[src/ctrl_signals_params.svh]
// constants of the control signal block: offsets, fields, resets, timing
`ifndef CTRL_SIGNALS_PARAMS_SVH
`define CTRL_SIGNALS_PARAMS_SVH
`define CS_NUM_CH 2
`define CS_NUM_SRC 16
`define CS_SEL_W 5
`define CS_TIME_W 14
`define CS_TIME_MAX 14'h270f
`define CS_TIME_RST 14'h0000
`define CS_SEL_RST 5'h00
`define CS_INV_RST 1'b0
`define CS_CH_BIT 5
`define CS_OFF_CFG 5'h00
`define CS_OFF_SEL 5'h04
`define CS_OFF_ON 5'h08
`define CS_OFF_OFF 5'h0c
`define CS_OFF_PULSE 5'h10
`define CS_OFF_STAT 5'h14
`define CS_CFG_INV_BIT 4
`define CS_SEL1_LSB 0
`define CS_SEL2_LSB 8
`define CS_SEL3_LSB 16
`define CS_CLK_HZ 10000000
`define CS_ONE_SEC_S 1
`define CS_SEC_CYCLES (`CS_ONE_SEC_S * `CS_CLK_HZ)
`endif

[src/ctrl_signals_pkg.sv]
// types of the control signal block
`include "ctrl_signals_params.svh"
package ctrl_signals_pkg;
  typedef enum logic [3:0] {
    F_NONE = 4'h0,
    F_PULSE = 4'h1,
    F_DELAY = 4'h2,
    F_SINGLE = 4'h3,
    F_RISE = 4'h4,
    F_FALL = 4'h5,
    F_OR = 4'h6,
    F_AND = 4'h7,
    F_XOR = 4'h8
  } func_t;
  typedef enum logic [1:0] {
    S_LOW = 2'b00,
    S_HIGH = 2'b01,
    S_GAP = 2'b10
  } state_t;
  typedef struct packed {
    func_t func;
    logic invert;
    logic [`CS_SEL_W-1:0] src1;
    logic [`CS_SEL_W-1:0] src2;
    logic [`CS_SEL_W-1:0] src3;
    logic [`CS_TIME_W-1:0] on_time;
    logic [`CS_TIME_W-1:0] off_time;
    logic [`CS_TIME_W-1:0] pulse_time;
  } chan_cfg_t;
  typedef logic [`CS_NUM_CH-1:0] ctrl_vec_t;
  localparam chan_cfg_t CFG_RESET = '{func: F_NONE, invert: `CS_INV_RST,
    src1: `CS_SEL_RST, src2: `CS_SEL_RST, src3: `CS_SEL_RST,
    on_time: `CS_TIME_RST, off_time: `CS_TIME_RST, pulse_time: `CS_TIME_RST};
endpackage

[src/ctrl_signals_top.sv]
// two binary control signal channels behind an apb register file
//
// The implementer's own choices: the APB register port and the register offsets.
`timescale 1ns/1ps
`include "ctrl_signals_params.svh"
module ctrl_signals_top #(
  parameter int NUM_SRC = `CS_NUM_SRC,
  parameter int SEC_CYCLES = `CS_SEC_CYCLES
) (
  // clock and reset
  input wire logic CLOCK,
  input wire logic RESET,
  // apb slave
  input wire logic PSEL,
  input wire logic PENABLE,
  input wire logic PWRITE,
  input wire logic [7:0] PADDR,
  input wire logic [31:0] PWDATA,
  output logic [31:0] PRDATA,
  output logic PREADY,
  output logic PSLVERR,
  // binary sources and cycle interval tick
  input wire logic [NUM_SRC-1:0] SIGNALS,
  input wire logic CYCLE_TICK,
  // control outputs
  output ctrl_signals_pkg::ctrl_vec_t CTRL_OUT
);
  import ctrl_signals_pkg::*;

  chan_cfg_t cfg [`CS_NUM_CH];
  logic [31:0] status_word [`CS_NUM_CH];
  logic sec_en;
  logic apb_setup_done;
  logic apb_write;
  logic ch_sel;
  logic [4:0] reg_off;
  logic addr_ok;
  logic [31:0] rd_word;

  // over-range writes saturate instead of wrapping
  function automatic logic [`CS_TIME_W-1:0] clamp_time(input logic [31:0] v);
    clamp_time = (v > {18'h00000, `CS_TIME_MAX}) ? `CS_TIME_MAX : v[`CS_TIME_W-1:0];
  endfunction

  function automatic logic addr_valid(input logic [7:0] a);
    addr_valid = (a[7:6] == 2'h0) && (a[1:0] == 2'h0) && (a[4:0] <= `CS_OFF_STAT);
  endfunction

  // zero limit ends at once; otherwise on the tick that completes it
  function automatic logic timer_done(input logic [`CS_TIME_W-1:0] cnt,
                                      input logic [`CS_TIME_W-1:0] lim,
                                      input logic tick);
    timer_done = (lim == '0) || (tick && (({1'b0, cnt} + 15'h0001) >= {1'b0, lim}));
  endfunction

  sec_tick_gen #(.PERIOD(SEC_CYCLES)) u_sec (.clk(CLOCK), .rst(RESET), .tick(sec_en));

  assign apb_setup_done = PSEL & PENABLE & ~PREADY;
  assign apb_write = PSEL & PENABLE & PREADY & PWRITE;
  assign ch_sel = PADDR[`CS_CH_BIT];
  assign reg_off = PADDR[4:0];
  assign addr_ok = addr_valid(PADDR);

  // one wait state keeps pready, prdata and pslverr on flip-flops
  always_ff @(posedge CLOCK or posedge RESET) begin
    if (RESET) begin
      PREADY <= 1'b0;
    end else begin
      PREADY <= apb_setup_done;
    end
  end

  always_comb begin
    rd_word = 32'h0000_0000;
    case (reg_off)
      `CS_OFF_CFG: rd_word = {27'h0000000, cfg[ch_sel].invert, cfg[ch_sel].func};
      `CS_OFF_SEL: rd_word = {11'h000, cfg[ch_sel].src3, 3'h0, cfg[ch_sel].src2,
                              3'h0, cfg[ch_sel].src1};
      `CS_OFF_ON: rd_word = {18'h00000, cfg[ch_sel].on_time};
      `CS_OFF_OFF: rd_word = {18'h00000, cfg[ch_sel].off_time};
      `CS_OFF_PULSE: rd_word = {18'h00000, cfg[ch_sel].pulse_time};
      `CS_OFF_STAT: rd_word = status_word[ch_sel];
      default: rd_word = 32'h0000_0000;
    endcase
  end

  always_ff @(posedge CLOCK or posedge RESET) begin
    if (RESET) begin
      PRDATA <= 32'h0000_0000;
      PSLVERR <= 1'b0;
    end else if (apb_setup_done) begin
      PSLVERR <= ~addr_ok;
      PRDATA <= (addr_ok && !PWRITE) ? rd_word : 32'h0000_0000;
    end else begin
      PRDATA <= 32'h0000_0000;
      PSLVERR <= 1'b0;
    end
  end

  always_ff @(posedge CLOCK or posedge RESET) begin
    if (RESET) begin
      for (int i = 0; i < `CS_NUM_CH; i++) begin
        cfg[i] <= CFG_RESET;
      end
    end else if (apb_write && addr_ok) begin
      case (reg_off)
        `CS_OFF_CFG: begin
          cfg[ch_sel].func <= func_t'(PWDATA[3:0]);
          cfg[ch_sel].invert <= PWDATA[`CS_CFG_INV_BIT];
        end
        `CS_OFF_SEL: begin
          cfg[ch_sel].src1 <= PWDATA[`CS_SEL1_LSB +: `CS_SEL_W];
          cfg[ch_sel].src2 <= PWDATA[`CS_SEL2_LSB +: `CS_SEL_W];
          cfg[ch_sel].src3 <= PWDATA[`CS_SEL3_LSB +: `CS_SEL_W];
        end
        `CS_OFF_ON: cfg[ch_sel].on_time <= clamp_time(PWDATA);
        `CS_OFF_OFF: cfg[ch_sel].off_time <= clamp_time(PWDATA);
        `CS_OFF_PULSE: cfg[ch_sel].pulse_time <= clamp_time(PWDATA);
        default: begin
        end
      endcase
    end
  end

  for (genvar ch = 0; ch < `CS_NUM_CH; ch++) begin : g_ch
    logic v1, v2, v3, s1, s2, s3;
    logic prim, prim_q, rise, fall, trig;
    logic link_or, link_and, link_xor;
    logic dly_out, edge_arm, edge_act, result;
    logic [`CS_TIME_W-1:0] cnt;
    logic [`CS_TIME_W-1:0] dly_lim;
    state_t state;

    sig_select #(.NUM_SRC(NUM_SRC), .SEL_W(`CS_SEL_W)) u_s1 (.sel(cfg[ch].src1),
      .signals(SIGNALS), .valid(v1), .value(s1));
    sig_select #(.NUM_SRC(NUM_SRC), .SEL_W(`CS_SEL_W)) u_s2 (.sel(cfg[ch].src2),
      .signals(SIGNALS), .valid(v2), .value(s2));
    sig_select #(.NUM_SRC(NUM_SRC), .SEL_W(`CS_SEL_W)) u_s3 (.sel(cfg[ch].src3),
      .signals(SIGNALS), .valid(v3), .value(s3));

    assign prim = v1 & s1;
    assign rise = prim & ~prim_q;
    assign fall = ~prim & prim_q;
    assign trig = ((cfg[ch].func == F_RISE) & rise) | ((cfg[ch].func == F_FALL) & fall);
    // unselected second and third operands drop out: neutral for and, zero for or and xor
    assign link_or = s1 | (v2 & s2) | (v3 & s3);
    assign link_and = s1 & (~v2 | s2) & (~v3 | s3);
    assign link_xor = s1 ^ (v2 & s2) ^ (v3 & s3);
    assign dly_lim = prim ? cfg[ch].on_time : cfg[ch].off_time;
    assign status_word[ch] = {2'h0, cnt, 10'h000, edge_act, dly_out, state, prim, CTRL_OUT[ch]};

    always_ff @(posedge CLOCK or posedge RESET) begin
      if (RESET) begin
        prim_q <= 1'b0;
      end else begin
        prim_q <= prim;
      end
    end

    // one counter serves pulse, delay and single pulse; a mode switch does not clear it itself, but leaving delay mode starts it from zero
    always_ff @(posedge CLOCK or posedge RESET) begin
      if (RESET) begin
        state <= S_LOW;
        cnt <= '0;
      end else begin
        unique case (cfg[ch].func)
          F_PULSE: begin
            if (!prim) begin
              state <= S_LOW;
              cnt <= '0;
            end else begin
              unique case (state)
                S_LOW: begin
                  state <= S_HIGH;
                  cnt <= '0;
                end
                S_HIGH: begin
                  if (timer_done(cnt, cfg[ch].on_time, sec_en)) begin
                    // zero off time keeps the output high instead of a one-cycle dip
                    state <= (cfg[ch].off_time == '0) ? S_HIGH : S_GAP;
                    cnt <= '0;
                  end else if (sec_en) begin
                    cnt <= cnt + `CS_TIME_W'(1);
                  end
                end
                S_GAP: begin
                  if (timer_done(cnt, cfg[ch].off_time, sec_en)) begin
                    state <= S_HIGH;
                    cnt <= '0;
                  end else if (sec_en) begin
                    cnt <= cnt + `CS_TIME_W'(1);
                  end
                end
                default: begin
                  state <= S_LOW;
                  cnt <= '0;
                end
              endcase
            end
          end
          F_DELAY: begin
            state <= S_LOW;
            if (prim == dly_out || timer_done(cnt, dly_lim, sec_en)) begin
              cnt <= '0;
            end else if (sec_en) begin
              cnt <= cnt + `CS_TIME_W'(1);
            end
          end
          F_SINGLE: begin
            if (rise) begin
              state <= (cfg[ch].pulse_time == '0) ? S_LOW : S_HIGH;
              cnt <= '0;
            end else if (state == S_HIGH) begin
              if (timer_done(cnt, cfg[ch].pulse_time, sec_en)) begin
                state <= S_LOW;
                cnt <= '0;
              end else if (sec_en) begin
                cnt <= cnt + `CS_TIME_W'(1);
              end
            end else begin
              state <= S_LOW;
              cnt <= '0;
            end
          end
          default: begin
            state <= S_LOW;
            cnt <= '0;
          end
        endcase
      end
    end

    // an unfinished delay is dropped when the input returns
    always_ff @(posedge CLOCK or posedge RESET) begin
      if (RESET) begin
        dly_out <= 1'b0;
      end else if (cfg[ch].func != F_DELAY) begin
        dly_out <= 1'b0;
      end else if (prim != dly_out && timer_done(cnt, dly_lim, sec_en)) begin
        dly_out <= prim;
      end
    end

    // output aligned to the next full cycle interval; a new edge wins over the clear
    always_ff @(posedge CLOCK or posedge RESET) begin
      if (RESET) begin
        edge_arm <= 1'b0;
        edge_act <= 1'b0;
      end else if (cfg[ch].func != F_RISE && cfg[ch].func != F_FALL) begin
        edge_arm <= 1'b0;
        edge_act <= 1'b0;
      end else if (CYCLE_TICK) begin
        edge_act <= edge_arm;
        edge_arm <= trig;
      end else begin
        edge_arm <= edge_arm | trig;
      end
    end

    always_comb begin
      result = 1'b0;
      if (v1) begin
        unique case (cfg[ch].func)
          F_NONE: result = prim;
          F_PULSE: result = (state == S_HIGH) && (cfg[ch].on_time != '0);
          F_DELAY: result = dly_out;
          F_SINGLE: result = (state == S_HIGH);
          F_RISE, F_FALL: result = edge_act;
          F_OR: result = link_or;
          F_AND: result = link_and;
          F_XOR: result = link_xor;
          default: result = 1'b0;
        endcase
      end
    end

    always_ff @(posedge CLOCK or posedge RESET) begin
      if (RESET) begin
        CTRL_OUT[ch] <= 1'b0;
      end else begin
        CTRL_OUT[ch] <= result ^ cfg[ch].invert;
      end
    end

  end
endmodule // ctrl_signals_top

[src/sec_tick_gen.sv]
// divider making a one-cycle enable pulse once per period
`timescale 1ns/1ps
module sec_tick_gen #(
  parameter int PERIOD = 10000000
) (
  // clock and reset
  input wire logic clk,
  input wire logic rst,
  // one-cycle enable
  output logic tick
);
  localparam int CW = $clog2(PERIOD + 1);
  logic [CW-1:0] cnt;
  always_ff @(posedge clk or posedge rst) begin
    if (rst) begin
      cnt <= '0;
      tick <= 1'b0;
    end else if (cnt == CW'(PERIOD - 1)) begin
      cnt <= '0;
      tick <= 1'b1;
    end else begin
      cnt <= cnt + CW'(1);
      tick <= 1'b0;
    end
  end
endmodule // sec_tick_gen

[src/sig_select.sv]
// picks one binary source by number, zero meaning no selection
`timescale 1ns/1ps
module sig_select #(
  parameter int NUM_SRC = 16,
  parameter int SEL_W = 5
) (
  // selection
  input wire logic [SEL_W-1:0] sel,
  input wire logic [NUM_SRC-1:0] signals,
  // result
  output logic valid,
  output logic value
);
  always_comb begin
    valid = (sel != '0) && (32'(sel) <= NUM_SRC);
    value = 1'b0;
    for (int i = 0; i < NUM_SRC; i++) begin
      if (32'(sel) == i + 1) begin
        value = signals[i];
      end
    end
  end
endmodule // sig_select

[config.mk]
export PLATFORM = sky130hd
export DESIGN_NAME = ctrl_signals_top
export DESIGN_NICKNAME = d
export VERILOG_FILES = /design/src/ctrl_signals_pkg.sv /design/src/ctrl_signals_top.sv /design/src/sec_tick_gen.sv /design/src/sig_select.sv
export VERILOG_INCLUDE_DIRS = /design/src
export SDC_FILE = /design/constraint.sdc
export NUM_CORES = 1
export LEC_CHECK = 0
export BUFFER_PORTS_ARGS = -buffer_cell sky130_fd_sc_hd__buf_4
export CAP_MARGIN = 10
export CORE_MARGIN = 8
export CORE_UTILIZATION = 67
export CTS_CLUSTER_SIZE = 30
export DETAILED_ROUTE_END_ITERATION = 8
export PLACE_DENSITY = 0.86
export SLEW_MARGIN = 10
export SYNTH_ARGS = -nofsm -noshare
export SYNTH_HDL_FRONTEND = slang
export SYNTH_SLANG_ARGS = --single-unit
[constraint.sdc]
create_clock -name CLOCK -period 20.2 [get_ports CLOCK]
set_input_delay 2.02 -clock CLOCK [delete_from_list [all_inputs] [get_ports CLOCK]]
set_output_delay 2.02 -clock CLOCK [all_outputs]
set_load 0.01 [all_outputs]
======== Word-level counts from Yosys, hierarchy flattened ========
Index checks and enable logic that the tools add are counted.
storage, ports and cells
  input port bits ......................... 62
  word-level logic and storage cells ...... 508
  register bits after elaboration ......... 225
  output and inout port bits .............. 36
operators by class
  bitwise gates (word level) .............. 51
  multiplexer cells ....................... 192
  eq/ne operators ......................... 138
  magnitude comparators ................... 18
  reductions and logical operators ........ 69
  add/subtract/negate cells ............... 5
operators by type and width
  cell                  number
  $bwmux W124           8
  $pmux W124 S5         1
  $demux W62 S1         8
  $mux W14              20
  $eq A5 B4 Y1 const B  50
  $mux W62              4
  $pmux W32 S6          1
  $mux W32              4
  $eq A5 B3 Y1 const B  25
  $ge A15 B14 Y1        8
  $mux W1               114
  $logic_not A14 Y1     8
  $pmux W14 S3          2
  $eq A5 B2 Y1 const B  12
  $mux W58              1
  $mux W57              1
  $pmux W14 S2          2
  $mux W52              1
  $mux W47              1
  $mux W42              1
  $eq A5 B5 Y1 const B  8
  $le A5 B5 Y1 const B  7
  $reduce_bool A5 Y1    7
  $eq A4 B3 Y1 const B  8
  41 further kinds      171

======== Depth between registers and ports, before layout ========
Gate-level depths: netlist of run 1.
  depth in word-level cells ............... 25
  gate-level depth with buffers ........... 22
  gate-level depth less buffers ........... 18

======== By module ========
From an unflattened synthesis of run 1, not the netlist that was laid out.
unflattened totals
  cell total of the unflattened synthesis .. 1723
  area total of the unflattened synthesis .. 15840.2 um^2
by module, submodules not included
  module            times used  cells each  seq. area each (um^2)  area an instance (um^2)
  ctrl_signals_top  1           1374        4904.7                 12926.1
  sig_select        6           39          0.0                    279.0
  sec_tick_gen      1           115         625.6                  1239.9

======== Worst setup path after synthesis of run 1 ========
Ideal clock, no wire load.
  path kind ............................... input -> register
  start point ............................. in SIGNALS[7]
  end point ............................... reg g_ch[1].cnt[10]
  required time ........................... 20123 ps
  path buffers ............................ 3
  cell stages on the path ................. 17
  arrival time ............................ 5238 ps
  setup time .............................. 77 ps
  path slack .............................. 14885 ps
  cell sequence ........................... a221o_1 a22oi_1 o22ai_1 a31oi_4 buf_2 buf_2 a21oi_1 ha_1 a21oi_1 nor2b_1 o31a_1 a2111oi_0 o22ai_1 o32ai_1 a21oi_2 buf_6 a21oi_1
on the way
  longest elaborated chain between the ends .. 17
  elaborated cells between the ends (all ways) .. 22
  those cells by class .................... order compare (1); eq/ne (1); mux (14); bitwise (2); reduce/logical (4)
RTL lines
  element                    line                     RTL
  start: declaration         ctrl_signals_top.sv:23   input wire logic [NUM_SRC-1:0] SIGNALS,
  $mux W1 (*) (9 in series)  sig_select.sv:18         if (32'(sel) == i + 1) begin
  $and A1 B1 Y1 (*)          ctrl_signals_top.sv:141  assign prim = v1 & s1;
  $mux W14                   ctrl_signals_top.sv:149  assign dly_lim = prim ? cfg[ch].on_time : cfg[ch].off_time;
  $ge A15 B14 Y1             ctrl_signals_top.sv:53   timer_done = (lim == '0) || (tick && (({1'b0, cnt} + 15'h0001) >= {1'b0, lim}));
  $logic_and A1 B1 Y1        ctrl_signals_top.sv:53
  $logic_or A1 B1 Y1         ctrl_signals_top.sv:53
  $logic_or A1 B1 Y1         ctrl_signals_top.sv:203  if (prim == dly_out || timer_done(cnt, dly_lim, sec_en)) begin
  $mux W14                   ctrl_signals_top.sv:203
  $pmux W14 S3 (*)           ctrl_signals_top.sv:166  unique case (cfg[ch].func)
  end signal: assignment     ctrl_signals_top.sv:183  cnt <= cnt + `CS_TIME_W'(1);
  end signal: assignment     ctrl_signals_top.sv:206  cnt <= cnt + `CS_TIME_W'(1);
  end signal: assignment     ctrl_signals_top.sv:218  cnt <= cnt + `CS_TIME_W'(1);
  end: declaration           ctrl_signals_top.sv:130  logic [`CS_TIME_W-1:0] cnt;
Mark *: on every way between the ends. The rest lies on a longest branch, timed or not.
A chain may end at the register's enable or synchronous reset.

======== Final worst setup path of run 1 ========
  start point ............................. in SIGNALS[7]
  end point ............................... reg g_ch[1].cnt[8]
on the way
  longest elaborated chain between the ends .. 17
  elaborated cells between the ends (all ways) .. 22
  those cells by class .................... order compare (1); eq/ne (1); mux (14); bitwise (2); reduce/logical (4)
RTL lines
  element                    line                     RTL
  $mux W1 (*) (9 in series)  sig_select.sv:18
  $and A1 B1 Y1 (*)          ctrl_signals_top.sv:141
  net g_ch[1].prim           ctrl_signals_top.sv:127  logic prim, prim_q, rise, fall, trig;
  $mux W14                   ctrl_signals_top.sv:149
  $ge A15 B14 Y1             ctrl_signals_top.sv:53
  $logic_and A1 B1 Y1        ctrl_signals_top.sv:53
  $logic_or A1 B1 Y1         ctrl_signals_top.sv:53
  $logic_or A1 B1 Y1         ctrl_signals_top.sv:203
  $mux W14                   ctrl_signals_top.sv:203
  $pmux W14 S3 (*)           ctrl_signals_top.sv:166
The timed path passes the listed nets; every way through them passes the cells marked *.

==> metrics.md, run 1 <==
| Metric | Value |
|---|---|
| Max Clk Rate | `163.6 MHz` |
| H-Tree Depth | `1` |
| Gate Count Post-Synth | `roughly 1,700` |
| Synth Flop Type | `dfrtp_1` |
| WL/cell | `24.62 um` |
| Cell area after synthesis | `15,300 um^2` |
| Fin crit share | `30.26%` |
| Synth top area share | `36.15%` |
| Site Rows | `55` |
| Die height | `167.1 um` |
| # clock sinks | `approximately 220` |
| Hpwl dp | `37,360 um` |
| Max IR drop VDD | `0.07747 mV` |
| Hold crit path type | `flip-flop to flip-flop` |
| Top cells by area, synth | `dfrtp_1 36%, ha_1 11%, nand2_1 4.9%` |
| Setup repair bufs after CTS | `0` |
| Relative slew margins | `16.08%` |
| Ant. Diodes | `0` |
| Initial Util | `around 68%` |
| Status | `finished clean` |
| Complex-gate fraction of the synthesized area | `between 20% and 30%` |
| Fillers | `1,664` |
| Clock-pin slew on the worst setup and hold paths | `0.06 ns` |
| CP arrival | `6.57 ns` |
| Pleak | `7.501 nW` |
| Register area share after synthesis | `36.15%` |
| Placed cells | `2,034` |
| Combinational family with the most area after synthesis | `compound AO/OA/AOI/OAI gates` |
| Clk pwr share | `49.0%` |
| CTS tree | `done` |
| Area leader, netlist | `dfrtp_1` |
| Mux contribution to synthesized area | `about 4.4%` |
| Die W | `167.1 um` |
| Leading cell type in the layout, fill and taps excluded | `dfrtp_1` |
| Max-Cap Viols | `0` |
| Initial antenna violation count | `0` |
| Critical Path Start Type | `input port` |
| TritonCTS Buffers | `25` |
| Io pins | `98` |
| RSZ-0062 raised after global routing | `no` |
| DR vias | `14,467` |
| Final std cells w/o fill | `2,080` |
| Final setup vio count | `0` |
| Met2 Usage GRT | `58.32%` |
| Critical Path Sink Type | `flip-flop` |
| Post-CTS sizing | `0` |
| Clock buffer depth | `3` |
| Worst-Margin Slew | `1.227 ns` |
| Number of synthesized flops with an enable pin | `0` |
| First-pass GRT wire length | `80,730 um` |
| Net Sw Frac | `between 20% and 30%` |
| Number of nets in the layout | `1,969` |
| Worst-skew pair later-pin latency | `0.54 ns` |
| Hold Violations, Final | `0` |
| P_int | `737.9 uW` |
| Area added between synthesis and finish | `10.21%` |
| Xor and xnor area share after synthesis | `4.064%` |
| Global route overflow | `0` |
| Share of layout cells above drive strength 1 | `between 10% and 20%` |
| Most Crowded Layer GR | `met2` |
| Worst Skew | `0.02355 ns` |
| GR Util met1 | `between 40 and 50%` |
| TritonRoute pass-1 iters | `7` |
| Yosys cell types | `88` |
| Root Driver | `clkbuf_16` |
| GP Congestion | `1.025` |
| Total Wirelength | `approximately 50,000 um` |
| Max FO, Critical Path | `35` |
| Vias in the first global route | `14,419` |
| Sequential share of power | `between 40% and 50%` |
| Detail Route Antenna Nets | `0` |
| Core ar. | `22,500 um^2` |
| Post-synthesis average cell area | `8.783 um^2` |
| Commonest cells after routing, fill and taps aside | `221 x dfrtp_1, 201 x nand2_1, 131 x ha_1, 130 x o21ai_0, 123 x nor2_1` |
| Post-layout util | `roughly three quarters` |
| Critical Path RT | `20.66 ns` |
| Minimum clock period | `6.113 ns` |
| CP endpoint | `g_ch[1].cnt[8]` |
| Yosys reg bits | `221` |
| GRT Total Usage | `36.43%` |
| Largest net degree at the start of global routing | `87` |
| Yosys warns | `0` |
| Setup Crit Path Kind | `input port to flip-flop` |
| NetSw | `219.3 uW` |
| Hold_buf cts | `0` |
| R2r setup slk | `14.97 ns` |
| Simple-gate portion of the synthesized area | `roughly a fifth` |
| Hold depth | `1` |
| Residual DRC count | `0` |
| Die Area | `approximately 28,000 um^2` |
| Max-slew violation count | `0` |
| Initial drt markers | `1,968` |
| Buffers added on ports | `93` |
| Worst r2r dst | `g_ch[1].cnt[8]` |
| Adder and majority gate portion of the synthesized area | `10.71%` |
| Pwr/cell area | `between 50 and 60 nW/um^2` |
| Post-route setup TNS | `0 ns` |
| Global routing usage on met3 | `~8%` |
| Comb power frac | `4.6%` |
| R2R cell count | `16` |
| Vias per cell | `6.955` |
| Asr flop ratio synth | `100.0%` |
| Critical path origin | `SIGNALS[7]` |
-- how the worst min path moves through the flow --
stage	start	end	slack (ns)
floorplan	u_sec.cnt[6]	u_sec.cnt[6]	0.44
global placement	u_sec.cnt[6]	u_sec.cnt[6]	0.46
detailed placement	u_sec.cnt[17]	u_sec.cnt[17]	0.48
CTS	u_sec.cnt[17]	u_sec.cnt[17]	0.49
global route	u_sec.cnt[6]	u_sec.cnt[6]	0.51
finish	u_sec.cnt[6]	u_sec.cnt[6]	0.48
-- routing by layer --
metal	wire [um]	part of all wire, %
met4	2939	5.7
met5	0	0
met2	23330	46
met1	19080	37
met3	5858	11
-- power by group through the flow --
| stage | Clock [mW] | Sequential [mW] | Combinational (mW) |
|---|---|---|---|
| 6_report | 0.469 | 0.444 | 0.0443 |
| 5_1_grt | 0.482 | 0.444 | 0.0478 |
| 4_1_cts | 0.465 | 0.444 | 0.0435 |
| 3_5_place_dp | 0 | 0.452 | 0.0432 |
| 3_3_place_gp | 0 | 0.452 | 0.0424 |
| 2_1_floorplan | 0 | 0.452 | 0.0214 |
-- Yosys cell counts (all sizes together) (18+ instances only) --
master	count
dfrtp	221
nand2	201
ha	131
o21ai	131
nor2	125
inv	113
a21oi	107
clkbuf	63
xor2	51
nand3	43
nand4	38
nor4	37
a22o	36
buf	35
a221oi	28
nor3	28
mux2i	26
a22oi	23
and3	23
mux2	21
xnor2	20
o211ai	18
-- final cells by class --
type	instances	area (um^2)	area share (%)
inverters	114	435.4	2.582
clock inverters	10	113.9	0.6753
flip-flops and latches	221	5530	32.80
clock buffers	36	737.0	4.371
multi-input cells	1312	8922	52.92
well taps	285	356.6	2.115
repair buffers	102	765.7	4.541
-- cell families after synthesis --
logic type                 count (synthesis)
adders and majority gates                131
muxes                                     55
other                                      1
buffers and inverters                    212
xor gates and xnor gates                  71
and+or+nand+nor                          591
DFF                                      221
AOI/OAI and AO/OA                        460
-- worst max-delay path: stages --
cell	delay [ns]
buf_4	0.13
a221o_1	0.34
a22oi_1	0.24
o22ai_1	0.20
a31oi_4	0.85
inv_1	0.23
mux2_2	0.34
ha_1	0.26
nand2b_1	0.14
a211oi_1	0.26
o21ai_0	0.18
a2111oi_0	0.43
o22ai_1	0.18
o21ai_0	0.25
a21oi_2	0.25
a21oi_1	0.26
-- stage by stage --
stage / power, mW / instance area (um^2) / setup slack, ns / hold slack, ns
after detailed placement: 0.4951 / 16010 / 13.76 / 0.4754
after global placement: 0.4942 / 16010 / 13.88 / 0.4584
after global routing: 0.9740 / 16860 / 13.78 / 0.5099
after floorplan: 0.4733 / 15310 / 12.13 / 0.4381
final: 0.9573 / 16860 / 14.09 / 0.4834
after CTS: 0.9525 / 16860 / 14.26 / 0.4887
Power figures use the tool's default switching activity.
==> run 2: changes to the inputs <==
--- a/config.mk
+++ b/config.mk
@@ -9,10 +9,10 @@
 export BUFFER_PORTS_ARGS = -buffer_cell sky130_fd_sc_hd__buf_4
 export CAP_MARGIN = 10
 export CORE_MARGIN = 8
-export CORE_UTILIZATION = 67
+export CORE_UTILIZATION = 62
 export CTS_CLUSTER_SIZE = 30
 export DETAILED_ROUTE_END_ITERATION = 8
-export PLACE_DENSITY = 0.86
+export PLACE_DENSITY = 0.8
 export SLEW_MARGIN = 10
 export SYNTH_ARGS = -nofsm -noshare
 export SYNTH_HDL_FRONTEND = slang
==> constraint.sdc (replaced) <==
create_clock -name CLOCK -period 5.95 [get_ports CLOCK]
set_input_delay 0.595 -clock CLOCK [delete_from_list [all_inputs] [get_ports CLOCK]]
set_output_delay 0.595 -clock CLOCK [all_outputs]
set_load 0.01 [all_outputs]
==> metrics.md, run 2 (synthesis gave the netlist of run 1 again) <==
| Metric | Value |
|---|---|
| Status | `finished clean` |
| Max-Cap Viols | `0 (unchanged)` |
| Setup Crit Path Kind | `flip-flop to flip-flop` |
| Critical-path cell list | `nor4_1 -> ha_1 -> o41ai_1 -> and2_1 -> a31oi_4 -> inv_1 -> mux2_2 -> ha_1 -> nand2b_1 -> a211oi_1 -> o21ai_0 -> a2111oi_0 -> o22ai_1 -> o21ai_0 -> a21oi_2 -> a21oi_1` |
| Largest net degree at the start of global routing | `183 (+110%)` |
| Commonest cells after routing, fill and taps aside | `221 x dfrtp_1, 201 x nand2_1, 131 x ha_1, 130 x o21ai_0, 123 x nor2_1` |
| Initial drt markers | `1,988 (+1.0%)` |
| Worst Skew | `0.01385 ns (-0.009708 ns)` |
| Fin crit share | `between 80% and 90%` |
| Area of the multi-input gates | `8922 um^2 (unchanged)` |
| Initial Util | `63.10% (-4.9 points)` |
| Critical Path Start Type | `flip-flop` |
| # clock sinks | `221 (unchanged)` |
| Max IR drop VDD | `0.2284 mV (+190%)` |
| Relative slew margins | `26.64% (+11 points)` |
| RSZ-0062 raised after global routing | `no` |
| Detail Route Antenna Nets | `0 (unchanged)` |
| Post-route setup slack | `0.9217 ns (-13.17 ns)` |
| Max-slew violation count | `0 (unchanged)` |
| Hpwl dp | `37,740 um (+1.0%)` |
| Minimum clock period | `5.028 ns` |
| Ant. Diodes | `0 (unchanged)` |
| Number of nets in the layout | `1,972 (+0.15%)` |
| GRT Total Usage | `32.98% (-3.5 points)` |
| Final setup vio count | `0 (unchanged)` |
| Share of layout cells above drive strength 1 | `10.70% (-0.27 points)` |
| Area added between synthesis and finish | `10.27% (about the same)` |
| Place WS | `0.9995 ns (-12.76 ns)` |
| Hold crit path type | `input port to asynchronous set/reset pin` |
| Hold Violations, Final | `0 (unchanged)` |
| CP arrival | `5.39 ns (-1.18 ns)` |
| Vias per cell | `6.801 (-2.2%)` |
| Leading cell type in the layout, fill and taps excluded | `dfrtp_1` |
| Die W | `173.1 um (+3.6%)` |
| Clock-pin slew on the worst setup and hold paths | `0.06 ns (about the same)` |
| Worst-Margin Slew | `1.091 ns (-0.1358 ns)` |
| H-Tree Depth | `1 (unchanged)` |
| Worst-skew pair later-pin latency | `0.54 ns (about the same)` |
| Residual DRC count | `0 (unchanged)` |
| Io pins | `98 (unchanged)` |
| Root Driver | `clkbuf_16` |
| Post-route setup TNS | `0 ns (unchanged)` |
| DR vias | `14,404 (-0.44%)` |
| Max FO, Critical Path | `14 (-60%)` |
| Max Clk Rate | `between 150 and 200 MHz` |
| Clock buffer depth | `3 (unchanged)` |
| Slowest cell on the critical path | `a21oi_2` |
| Fillers | `1,915 (+15%)` |
| TritonCTS Buffers | `25 (unchanged)` |
| WL/cell | `23.86 um (-3.1%)` |
| Setup repair bufs after CTS | `0 (unchanged)` |
| Die height | `173.1 um (+3.6%)` |
| Buffers added on ports | `93 (unchanged)` |
| Hold_buf cts | `0 (unchanged)` |
| Global route overflow | `0 (unchanged)` |
| Critical Path RT | `6.31 ns (-14.35 ns)` |
| First-pass GRT wire length | `79,260 um (-1.8%)` |
| Critical Path Sink Type | `flip-flop` |
| Die Area | `29,960 um^2 (+7.3%)` |
| Site Rows | `57 (+3.6%)` |
| Pwr/cell area | `187.7 nW/um^2 (+230%)` |
| FF/Latch Area | `5530 um^2 (unchanged)` |
| Largest stage delay, worst path | `0.66 ns (-0.19 ns)` |
| Post-CTS sizing | `0 (unchanged)` |
| CTS tree | `done` |
| R2r setup slk | `0.92 ns (-14.05 ns)` |
| Core ar. | `24,250 um^2 (+7.8%)` |
| Total Wirelength | `50,540 um (-1.3%)` |
| TritonRoute pass-1 iters | `6 (-1)` |
| GP Congestion | `1.004 (-2.0%)` |
| Pleak | `7.478 nW (-0.31%)` |
| Initial antenna violation count | `0 (unchanged)` |
| Vias in the first global route | `14,130 (-2.0%)` |
run 2: critical path, delay by kind of cell, from the launching register on:
kind | cells | cell delay, ns
compound gates | 9 | 2.73
fa+ha+maj | 2 | 0.48
buf+inv | 1 | 0.23
simple gates | 3 | 0.47
flops | 1 | 0.60
mux | 1 | 0.35
run 2: final timing paths:
check	from	end	cells past startpoint
setup / recovery	flip-flop	g_ch[1].cnt[10]	16
hold / removal	RESET	g_ch[1].dly_out	2
setup reg to reg	flip-flop	g_ch[1].cnt[10]	16
hold reg to reg	u_sec.cnt[17]	u_sec.cnt[17]	1
max in group asynchronous	RESET	asynchronous set/reset pin	3
min in group CLOCK	PWDATA[17]	flip-flop	2
run 2: layer usage:
metal / share of wire (%) / vias up / global-route usage, % / routed length, um
met5: 0 / - / 0 / 0
met4: 6.6 / 0 / 19.30 / 3323
met3: 10 / 231 / 6.251 / 5130
met2: 45 / 917 / 51.92 / 22810
met1: 38 / 6840 / 41.97 / 19280
li1: - / 6416 / - / -
run 2: power breakdown:
group          internal, mW  leakage [nW]  switching [mW]  total (mW)
clock network         0.893         0.384           0.610        1.50
logic                0.0528          4.02           0.103       0.156
registers              1.50          3.07         0.00224        1.51
run 2: cell type report:
class | count | share of cell area (%)
multi-input combinational | 1312 | 52.88
sequential | 221 | 32.78
timing repair buffer | 105 | 4.746
clock buffer | 36 | 4.131
inverter | 114 | 2.559
tap | 324 | 2.403
clock inverter | 6 | 0.4969
run 2: per-stage QoR:
step	area, um^2	util (%)	power [mW]	hold slack (ns)	cells
6_report	16870	69.58	3.166	0.2633	2118
5_1_grt	16870	69.58	3.237	0.3003	2118
4_1_cts	16870	69.58	3.165	0.2830	2118
3_5_place_dp	16090	66.36	1.686	0.4736	2076
3_3_place_gp	16090	66.36	1.685	0.4630	2076
2_1_floorplan	15310	-	1.607	0.4381	1745
==> run 3: changes to the inputs <==
==> constraint.sdc (replaced) <==
create_clock -name CLOCK -period 5.2 [get_ports CLOCK]
set_input_delay 0.52 -clock CLOCK [delete_from_list [all_inputs] [get_ports CLOCK]]
set_output_delay 0.52 -clock CLOCK [all_outputs]
set_load 0.01 [all_outputs]
==> metrics.md, run 3 (synthesis gave the netlist of run 1 again) <==
| Metric | Value |
|---|---|
| Pleak | `7.563 nW (+1.1%)` |
| Hpwl dp | `37,510 um (-0.61%)` |
| Site Rows | `57 (unchanged)` |
| # clock sinks | `221 (unchanged)` |
| TritonRoute pass-1 iters | `5 (-1)` |
| Status | `finished clean` |
| Detail Route Antenna Nets | `0 (unchanged)` |
| Buf+Inv Stages, Crit Path | `1 (unchanged)` |
| WL/cell | `23.63 um (-0.98%)` |
| Commonest cells after routing, fill and taps aside | `221 x dfrtp_1, 201 x nand2_1, 131 x ha_1, 130 x o21ai_0, 123 x nor2_1` |
| Share of layout cells above drive strength 1 | `11.22% (+0.52 points)` |
| Initial Util | `63.10% (unchanged)` |
| Clock buffer depth | `3 (unchanged)` |
| Core ar. | `24,250 um^2 (unchanged)` |
| Die Area | `29,960 um^2 (unchanged)` |
| Total Wirelength | `50,190 um (-0.70%)` |
| CP arrival | `5.01 ns (-0.38 ns)` |
| Residual DRC count | `0 (unchanged)` |
| Slowest cell on the critical path | `dfrtp_1` |
| TritonCTS Buffers | `26 (+4.0%)` |
| Clock-pin slew on the worst setup and hold paths | `0.06 ns (about the same)` |
| Number of nets in the layout | `1,978 (+0.30%)` |
| Hold crit path type | `input port to asynchronous set/reset pin` |
| Critical-path cell list | `nor4_1 -> ha_1 -> o41ai_1 -> and2_1 -> a31oi_4 -> inv_1 -> mux2_2 -> ha_1 -> nand2b_1 -> a211oi_1 -> o21ai_0 -> a2111oi_0 -> o22ai_1 -> o32ai_1 -> a21oi_2 -> a21oi_1` |
| Place WS | `0.7302 ns (-0.2693 ns)` |
| Critical Path Sink Type | `flip-flop` |
| Top delay family on crit path | `compound AO/OA/AOI/OAI gates` |
| Largest net degree at the start of global routing | `131 (-28%)` |
| Pwr/cell area | `225.2 nW/um^2 (+20%)` |
| Worst-Margin Slew | `1.003 ns (-0.08822 ns)` |
| Root Driver | `clkbuf_16` |
| Worst-skew pair later-pin latency | `0.53 ns (about the same)` |
| Max-Cap Viols | `0 (unchanged)` |
| Post-layout util | `70.20% (+0.62 points)` |
| Critical Path RT | `5.65 ns (-0.66 ns)` |
| Initial antenna violation count | `0 (unchanged)` |
| Io pins | `98 (unchanged)` |
| Finished layout cell area | `17,020 um^2 (+0.89%)` |
| Die height | `173.1 um (unchanged)` |
| Area added between synthesis and finish | `11.25%` |
| Post-route setup slack | `0.6476 ns (-0.2741 ns)` |
| Max FO, Critical Path | `14 (unchanged)` |
| Fin crit share | `87.55% (+3.0 points)` |
| Setup repair bufs after CTS | `0 (unchanged)` |
| GRT Total Usage | `32.84% (-0.14 points)` |
| CTS tree | `done` |
| First-pass GRT wire length | `79,000 um (-0.33%)` |
| Largest stage delay, worst path | `0.59 ns (-0.07 ns)` |
| Vias per cell | `6.733 (-1.0%)` |
| Initial drt markers | `1,706 (-14%)` |
| GP Congestion | `1.008 (+0.37%)` |
| H-Tree Depth | `1 (unchanged)` |
| Hold_buf cts | `0 (unchanged)` |
| Worst Skew | `0.01238 ns (-0.001467 ns)` |
| Max Clk Rate | `219.7 MHz (+10%)` |
| Min Hold Slack | `0.1786 ns (-0.08465 ns)` |
| Top cell by count, worst path | `ha_1` |
| Max-slew violation count | `0 (unchanged)` |
| Minimum clock period | `4.552 ns (-0.4759 ns)` |
| Post-route setup TNS | `0 ns (unchanged)` |
| DR vias | `14,300 (-0.72%)` |
| Max IR drop VDD | `0.2843 mV (+24%)` |
| Fillers | `1,901 (-0.73%)` |
| Final setup vio count | `0 (unchanged)` |
| Vias in the first global route | `14,151 (+0.15%)` |
| Total Power | `3.834 mW (+21%)` |
| Die W | `173.1 um (unchanged)` |
| Final std cells w/o fill | `2,124 (+0.28%)` |
| Post-CTS sizing | `0 (unchanged)` |
| Placed inst area | `16,120 um^2 (+0.19%)` |
| Relative slew margins | `32.51% (+5.9 points)` |
| Placed cells | `2,080 (+0.19%)` |
| Critical Path Start Type | `flip-flop` |
| Leading cell type in the layout, fill and taps excluded | `dfrtp_1` |
| Global route overflow | `0 (unchanged)` |
| Ant. Diodes | `0 (unchanged)` |
| RSZ-0062 raised after global routing | `no` |
| Buffers added on ports | `93 (unchanged)` |
| Hold Violations, Final | `0 (unchanged)` |
| Setup Crit Path Kind | `flip-flop to flip-flop` |
==> run 3: changes by cell type in the layout (fill, tap and decap cells not counted), moves of 2 or more <==
cell / change
buf_4: +5
clkbuf_1: -4
bufinv_16: +3
clkbuf_16: +2
clkinv_2: +2
==> run 3: cell type report <==
class                   count  area [um^2]  share of cell area, %
clock inverters            10        175.2                  1.029
inverters                 114        431.7                  2.536
multi-input cells        1312         8922                  52.42
flip-flops and latches    221         5530                  32.49
well taps                 324        405.4                  2.382
clock buffers              33        718.2                  4.219
repair buffers            110        838.3                  4.925
==> run 3: path summary, 6_finish.rpt <==
path | from | endpoint | slack [ns] | depth (start not counted)
min in group CLOCK | PWDATA[16] | flip-flop | 0.23 | 2
max reg2reg | flip-flop | g_ch[1].cnt[3] | 0.65 | 16
min reg2reg | u_sec.cnt[6] | u_sec.cnt[6] | 0.46 | 1
min | RESET | CTRL_OUT[1] | 0.18 | 2
max in group asynchronous | RESET | PRDATA[11] | 3.79 | 3
max | flip-flop | g_ch[1].cnt[3] | 0.65 | 16
==> run 3: worst register-to-register path: cells and delay by family (launching register included) <==
kind / cells / cell delay, ns
DFF: 1 / 0.59
buffers and inverters: 1 / 0.17
and+or+nand+nor: 3 / 0.50
AOI/OAI and AO/OA: 9 / 2.38
adders and majority gates: 2 / 0.48
muxes: 1 / 0.36
==> run 3: per-layer routing <==
| metal | share of wire, % | global-route usage (%) |
|---|---|---|
| met4 | 5.1 | 14.95 |
| met3 | 9.9 | 7.079 |
| met2 | 45 | 52.40 |
| met5 | 0 | 0 |
| met1 | 40 | 42.29 |
==> run 3: power breakdown <==
part | switching [mW] | leakage [nW] | total [mW] | internal (mW)
combinational | 0.122 | 4.05 | 0.183 | 0.0609
clock | 0.714 | 0.442 | 1.93 | 1.21
sequential | 0.00263 | 3.07 | 1.72 | 1.72
total | 0.839 | 7.56 | 3.83 | 2.99
